**src/design/acwd_pkg.sv**
```systemverilog
// constants, types and rule summary for the actuator control word decoder
// What this block does
// - bit 15 set releases the holding brake; clear keeps it engaged
// - bit 14 clear means absolute target; set means relative offset
// - press direction honoured only under the press method that uses it
// - bit 12 set requests pressing; clear requests ordinary positioning
// - bit 8 held moves away from origin; clearing it stops
// - bit 7 held moves toward origin; clearing it stops
// - bit 6 clear uses first manual parameter set; set uses alternate
// - bit 5 set gives inching steps; clear gives continuous jogging
// - bit 4 enables servo while set, disables while clear
// - rising edge of bit 3 performs one fault-clear reset
// - bit 2 held suspends motion; clearing it resumes
// - setting bit 1 while idle starts origin return, which runs to completion
// - setting bit 0 while idle starts the move unless bit 1 rises in the same write; the move runs to completion
// - in press mode the width field is press travel, not tolerance
package acwd_pkg;
  localparam logic [7:0]  ADDR_CTRL      = 8'h00;
  localparam logic [7:0]  ADDR_STATUS    = 8'h04;
  localparam logic [7:0]  ADDR_CFG       = 8'h08;
  localparam logic [7:0]  ADDR_WIDTH     = 8'h0C;
  localparam logic [15:0] CTRL_RESET     = 16'h0000;
  localparam logic [15:0] CTRL_WMASK     = 16'hF1FF;
  localparam int          BIT_BRAKE      = 15;
  localparam int          BIT_REL        = 14;
  localparam int          BIT_HEADING    = 13;
  localparam int          BIT_PRESS      = 12;
  localparam int          BIT_FWD        = 8;
  localparam int          BIT_REV        = 7;
  localparam int          BIT_RATE       = 6;
  localparam int          BIT_STEP       = 5;
  localparam int          BIT_SERVO      = 4;
  localparam int          BIT_FCLR       = 3;
  localparam int          BIT_PAUSE      = 2;
  localparam int          BIT_ORIGIN     = 1;
  localparam int          BIT_LAUNCH     = 0;
  localparam logic [31:0] WIDTH_RESET    = 32'h0000_0000;

  typedef enum logic [1:0] {ACWD_M_IDLE, ACWD_M_MOVE, ACWD_M_ORIGIN} acwd_motion_t;

  typedef struct packed {
    logic        relative;
    logic        press;
    logic        heading_valid;
    logic        heading_away;
    logic [31:0] press_travel;
    logic [31:0] tolerance;
  } acwd_move_t;

  typedef struct packed {
    logic brake_free;
    logic servo_power;
    logic pause_hold;
    logic fault_clear_pulse;
    logic manual_fwd;
    logic manual_rev;
    logic manual_alt_set;
    logic manual_inch;
  } acwd_drive_t;
endpackage

```
**src/design/acwd_decoder.sv**
```systemverilog
// apb-reachable decoder of the actuator motion control word
//
// Implementation choices: the APB slave port and the address map.
`timescale 1ns/1ps
module acwd_decoder (
  input  wire logic                  pclk,
  input  wire logic                  presetn,
  input  wire logic                  psel,
  input  wire logic                  penable,
  input  wire logic                  pwrite,
  input  wire logic [7:0]            paddr,
  input  wire logic [31:0]           pwdata,
  output logic                       pready,
  output logic                       pslverr,
  output logic [31:0]                prdata,
  input  wire logic                  move_done,
  input  wire logic                  origin_done,
  output acwd_pkg::acwd_drive_t      drive,
  output acwd_pkg::acwd_move_t       move,
  output logic                       move_start,
  output logic                       origin_start,
  output logic                       move_busy,
  output logic                       origin_busy
);
  import acwd_pkg::*;

  logic [15:0]  ctrl_ff;
  logic [15:0]  nxt_ctrl;
  logic         cfg_heading_method_ff;
  logic [31:0]  width_ff;
  logic         fclr_prev_ff;
  logic         launch_prev_ff;
  logic         origin_prev_ff;
  acwd_motion_t state_ff;
  acwd_motion_t nxt_state;
  acwd_drive_t  drive_ff;
  acwd_move_t   move_ff;
  logic         move_start_ff;
  logic         origin_start_ff;
  logic [31:0]  prdata_ff;
  logic         pready_ff;
  logic         pslverr_ff;
  logic         move_busy_ff;
  logic         origin_busy_ff;

  // one wait state: answer registered in the access phase
  wire access    = psel && penable && !pready_ff;
  wire hit_ctrl  = paddr == ADDR_CTRL;
  wire hit_stat  = paddr == ADDR_STATUS;
  wire hit_cfg   = paddr == ADDR_CFG;
  wire hit_width = paddr == ADDR_WIDTH;
  wire mapped    = hit_ctrl || hit_stat || hit_cfg || hit_width;
  wire wr_ctrl   = access && pwrite && hit_ctrl;

  // reserved bits never stored, so they read back as zero
  assign nxt_ctrl = wr_ctrl ? (pwdata[15:0] & CTRL_WMASK) : ctrl_ff;

  wire launch_rise = ctrl_ff[BIT_LAUNCH] && !launch_prev_ff;
  wire origin_rise = ctrl_ff[BIT_ORIGIN] && !origin_prev_ff;
  wire fclr_rise   = ctrl_ff[BIT_FCLR] && !fclr_prev_ff;
  wire idle        = state_ff == ACWD_M_IDLE;

  // started commands latch and ignore the bit until the done input
  always_comb begin
    nxt_state = state_ff;
    unique case (state_ff)
      ACWD_M_IDLE: begin
        if (origin_rise)
          nxt_state = ACWD_M_ORIGIN;
        else if (launch_rise)
          nxt_state = ACWD_M_MOVE;
      end
      ACWD_M_MOVE: begin
        if (move_done)
          nxt_state = ACWD_M_IDLE;
      end
      ACWD_M_ORIGIN: begin
        if (origin_done)
          nxt_state = ACWD_M_IDLE;
      end
      default: nxt_state = ACWD_M_IDLE;
    endcase
  end

  wire take_move = idle && !origin_rise && launch_rise;

  // mode fields frozen at launch so later writes cannot disturb the move
  acwd_move_t nxt_move;
  always_comb begin
    nxt_move = move_ff;
    if (take_move) begin
      nxt_move.relative      = ctrl_ff[BIT_REL];
      nxt_move.press         = ctrl_ff[BIT_PRESS];
      nxt_move.heading_valid = ctrl_ff[BIT_PRESS] && cfg_heading_method_ff;
      nxt_move.heading_away  = ctrl_ff[BIT_PRESS] && cfg_heading_method_ff
                               && ctrl_ff[BIT_HEADING];
      nxt_move.press_travel  = ctrl_ff[BIT_PRESS] ? width_ff : 32'h0000_0000;
      nxt_move.tolerance     = ctrl_ff[BIT_PRESS] ? 32'h0000_0000 : width_ff;
    end
  end

  acwd_drive_t nxt_drive;
  always_comb begin
    nxt_drive.brake_free        = ctrl_ff[BIT_BRAKE];
    nxt_drive.servo_power       = ctrl_ff[BIT_SERVO];
    nxt_drive.pause_hold        = ctrl_ff[BIT_PAUSE];
    nxt_drive.fault_clear_pulse = fclr_rise;
    nxt_drive.manual_fwd        = ctrl_ff[BIT_FWD];
    nxt_drive.manual_rev        = ctrl_ff[BIT_REV];
    nxt_drive.manual_alt_set    = ctrl_ff[BIT_RATE];
    nxt_drive.manual_inch       = ctrl_ff[BIT_STEP];
  end

  wire [31:0] status_word = {28'h0000000, state_ff == ACWD_M_ORIGIN,
                             state_ff == ACWD_M_MOVE, move_ff.press, move_ff.relative};
  wire [31:0] rd_mux = hit_ctrl  ? {16'h0000, ctrl_ff} :
                       hit_stat  ? status_word :
                       hit_cfg   ? {31'h00000000, cfg_heading_method_ff} :
                       hit_width ? width_ff : 32'h0000_0000;

  always_ff @(posedge pclk or negedge presetn) begin
    if (!presetn) begin
      ctrl_ff               <= CTRL_RESET;
      cfg_heading_method_ff <= 1'b0;
      width_ff              <= WIDTH_RESET;
      pready_ff             <= 1'b0;
      pslverr_ff            <= 1'b0;
      prdata_ff             <= 32'h0000_0000;
    end else begin
      ctrl_ff    <= nxt_ctrl;
      pready_ff  <= access;
      pslverr_ff <= access && !mapped;
      if (access && !pwrite)
        prdata_ff <= rd_mux;
      if (access && pwrite && hit_cfg)
        cfg_heading_method_ff <= pwdata[0];
      if (access && pwrite && hit_width)
        width_ff <= pwdata;
    end
  end

  always_ff @(posedge pclk or negedge presetn) begin
    if (!presetn) begin
      state_ff        <= ACWD_M_IDLE;
      launch_prev_ff  <= 1'b0;
      origin_prev_ff  <= 1'b0;
      fclr_prev_ff    <= 1'b0;
      move_ff         <= '0;
      drive_ff        <= '0;
      move_start_ff   <= 1'b0;
      origin_start_ff <= 1'b0;
      move_busy_ff    <= 1'b0;
      origin_busy_ff  <= 1'b0;
    end else begin
      state_ff        <= nxt_state;
      launch_prev_ff  <= ctrl_ff[BIT_LAUNCH];
      origin_prev_ff  <= ctrl_ff[BIT_ORIGIN];
      fclr_prev_ff    <= ctrl_ff[BIT_FCLR];
      move_ff         <= nxt_move;
      drive_ff        <= nxt_drive;
      move_start_ff   <= take_move;
      origin_start_ff <= idle && origin_rise;
      // registered copies of the state decode keep the busy pins glitch free
      move_busy_ff    <= nxt_state == ACWD_M_MOVE;
      origin_busy_ff  <= nxt_state == ACWD_M_ORIGIN;
    end
  end

  assign pready       = pready_ff;
  assign pslverr      = pslverr_ff;
  assign prdata       = prdata_ff;
  assign drive        = drive_ff;
  assign move         = move_ff;
  assign move_start   = move_start_ff;
  assign origin_start = origin_start_ff;
  assign move_busy    = move_busy_ff;
  assign origin_busy  = origin_busy_ff;
endmodule

```
**config.mk**
```make
export PLATFORM = sky130hd
export DESIGN_NAME = acwd_decoder
export DESIGN_NICKNAME = d
export VERILOG_FILES = /design/src/design/acwd_pkg.sv /design/src/design/acwd_decoder.sv
export SDC_FILE = /design/constraint.sdc
export NUM_CORES = 1
export LEC_CHECK = 0
export ABC_AREA = 1
export BUFFER_PORTS_ARGS = -buffer_cell sky130_fd_sc_hd__buf_2
export CAP_MARGIN = 40
export CORE_MARGIN = 1.5
export CORE_UTILIZATION = 50
export CTS_BUF_LIST = sky130_fd_sc_hd__clkbuf_8
export CTS_CLUSTER_SIZE = 20
export DETAILED_ROUTE_END_ITERATION = 16
export PLACE_DENSITY = 0.74
export SLEW_MARGIN = 5
export SYNTH_ARGS = -nofsm -noshare
export SYNTH_HDL_FRONTEND = slang
export SYNTH_SLANG_ARGS = --single-unit
```
**constraint.sdc**
```tcl
create_clock -name pclk -period 3.5 [get_ports pclk]
set_clock_uncertainty 0.2 [all_clocks]
set_input_delay 0.875 -clock pclk [delete_from_list [all_inputs] [get_ports pclk]]
set_output_delay 0.875 -clock pclk [all_outputs]
set_load 0.02 [all_outputs]
```
==> flow_summary.toml <==
[timing]
hold_viol = 0
max_freq_mhz = 360.7
fin_crit_ns = 2.773
drv_slew = 0
maxSlewHeadroom = 0.4370
worst_pin_slew_ns = 0.8445
setup_viol_count_final = 0
holdWs_ns = 0.2075
fin_setup_tns_ns = 0
rsz0062_at_grt = "false"
post-route-period-util = 0.7922
fin_ws_ns = 0.7274

[synth]
synth_common_cells = "nand2_1 (199), dfrtp_1 (165), o21ai_0 (56), inv_1 (54), nand3_1 (32)"
synth_top_cell_by_area = "dfrtp_1"
synth_edf_count = 0
syn_nets = 699
synth-seq-cells = 165
syn_area_per_cell_sq_um = 9.802
synth_ff_type = "dfrtp_1"
synth_top_area_frac = 0.6460
ys_types = 26
async_flop_share = 1.000
synth_area_leaders = "dfrtp_1 (65%), nand2_1 (12%), o21ai_0 (4.4%), inv_1 (3.2%), nand3_1 (2.5%)"
ys_seq_area_frac = 0.6460
synth_most_common_cell = "nand2_1"
synth_warnings = 0
syn-cell-area_sq_mm = 0.006391
synthCells = 652

[setup_path]
critPathRequiredTime_ns = 3.64
cp_max_fo = 22
r2r_start = "ctrl_ff[12]$_DFFE_PN0P_"
r2r_slack_ns = 0.73
reg2regPathDepth = 4
end_kind = "flop"
worstSetupPathType = "flop to flop"
crit_path_start_kind = "flop"
crit_start = "ctrl_ff[12]$_DFFE_PN0P_"
endpoint = "move[60]$_DFFE_PN0P_"
r2r-end = "move[60]$_DFFE_PN0P_"
critical_path_arrival_ns = 2.92

[detailed_routing]
vias_per_cell = 5.220
firstDrtPassIters = 7
ant_nets = 0
wl_um = 15430
wl_per_cell_um = 15.58
drc = 0
drt_iter0_drc = 384
vias = 5168

[run]
max_cap_violations = 0

[clock_network]
cts_hold_buf = 0
numCtsBuffers = 17
cts_resized = 0
clk_pin_slew_ns = 0.09
cts_tree = "done"
cts_post_setup_buffers_inserted = 0
cts_sinks = 165
insertion_delay_ns = 0.45
root_buffer = "clkbuf_8"
clk_path_buf_depth = 2
h-tree-depth = 4

[die]
die-area_sq_mm = 0.01347
pin_count = 161
coreArea_sq_mm = 0.01257
die_x_um = 116.1
num_rows = 41
start_util = 0.5085
dieHeight_um = 116.1

[grt]
gr-total-overflow = 0
grt_pass1_vias = 5028
antenna_found_initial = 0
grt_pass1_wl_um = 24390
grt_max_degree = 74
grt_util_all_layers = 0.2394

[power]
intPower_uw = 2842
peakVddDrop_mv = 0.2355
power_density_mw_per_mm2 = 489.0
power_leakage_uw = 0.004342
power_frac_clock = 0.381
p_sw_uw = 941.7
comb_power_share = 0.085
swShare = 0.2489
seqPwrFrac = 0.533

[finish]
area_growth_pct = 21.08
fill_cells = 1060
nets = 852
drive_gt1_frac = 0.2702
layoutNonFillerInstCount = 990
insertedDiodeCount = 0

[placed_design]
place_congestion = 0.8488
io_buffers = 160
placed_cells = 958
place_ws_ns = 0.6760
dp_hpwl_um = 10560

[min_path]
hp-class = "flop to flop"

[status]
status = "completed"
routing by layer:
layer	up-vias	global-route usage	part of all wire
met5	-	0	0
met4	0	0.1098	0.027
met3	31	0.05178	0.064
met2	231	0.3902	0.48
met1	2508	0.3092	0.43
li1	2398	-	-
power by group through the flow:
stage | clock network, uW | registers, uW | logic, uW
2_1_floorplan | 0 | 2120 | 92.5
3_3_place_gp | 0 | 2050 | 318
3_5_place_dp | 0 | 2050 | 326
4_1_cts | 1470 | 2020 | 327
5_1_grt | 1550 | 2030 | 360
6_report | 1440 | 2020 | 323
layout make-up:
class / instances / area [sq um] / area share
well taps: 172 / 215.2 / 0.02781
multi-input cells: 399 / 1878 / 0.2427
clock inverters: 12 / 152.6 / 0.01973
clock buffers: 20 / 275.3 / 0.03557
flip-flops and latches: 165 / 4129 / 0.5335
repair buffers: 165 / 869.6 / 0.1124
inverters: 57 / 219.0 / 0.02829
how the worst min path moves through the flow:
stage,from,endpoint,slack (ns),cells after the start
floorplan,ctrl_ff[2]$_DFFE_PN0P_,drive[5]$_DFF_PN0_,0.17,0
global placement,ctrl_ff[1]$_DFFE_PN0P_,origin_prev_ff$_DFF_PN0_,0.19,0
detailed placement,ctrl_ff[1]$_DFFE_PN0P_,origin_prev_ff$_DFF_PN0_,0.19,0
CTS,ctrl_ff[3]$_DFFE_PN0P_,fclr_prev_ff$_DFF_PN0_,0.21,0
global route,ctrl_ff[3]$_DFFE_PN0P_,fclr_prev_ff$_DFF_PN0_,0.22,0
finish,ctrl_ff[7]$_DFFE_PN0P_,drive[2]$_DFF_PN0_,0.21,0
sequential cells by signal (all words and copies together) (netlist names):
register	flops
move	68
prdata	32
width_ff	32
ctrl_ff	13
drive	8
state_ff	2
cfg_heading_method_ff	1
fclr_prev_ff	1
launch_prev_ff	1
move_busy	1
move_start	1
origin_busy	1
origin_prev_ff	1
origin_start	1
pready	1
pslverr	1
cells by family (layout without fill, tap and decap cells):
family / Yosys count / count (layout) / synth area share
AND/OR/NAND/NOR: 273 / 273 / 0.1789
AO/OA/AOI/OAI: 126 / 126 / 0.1137
buffers and inverters: 88 / 254 / 0.06128
flip-flops: 165 / 165 / 0.6460
through the flow:
| stage | area, sq um | util | power, uW |
|---|---|---|---|
| floorplan | 6391 | - | 2217 |
| global placement | 7311 | 0.5817 | 2370 |
| detailed placement | 7311 | 0.5817 | 2380 |
| CTS | 7739 | 0.6157 | 3811 |
| global route | 7739 | 0.6157 | 3940 |
| finish | 7739 | 0.6157 | 3784 |
cell usage in the layout (no fill, tap or decap), types with 2 or more instances in the layout:
cell,count
a21oi_1,23
nor2_4,3
buf_12,2
clkinv_2,2
bufinv_16,3
nand2_2,3
clkinvlp_4,3
nor2_1,29
inv_1,55
o21ai_0,56
nand2_1,199
dfrtp_1,165
o22ai_1,2
buf_2,159
inv_4,2
clkbuf_8,20
buf_4,3
nor2_8,2
nor2_2,2
clkinv_4,2
o21ai_1,13
o21ai_2,10
o31ai_1,21
nand3_1,32
critical path: stages, from the launching register on:
cell	delay (ns)
dfrtp_1	0.90
inv_1	0.44
nor2_4	0.41
inv_1	0.40
o21ai_0	0.31
No activity file was read; power rests on OpenSTA's default activity.
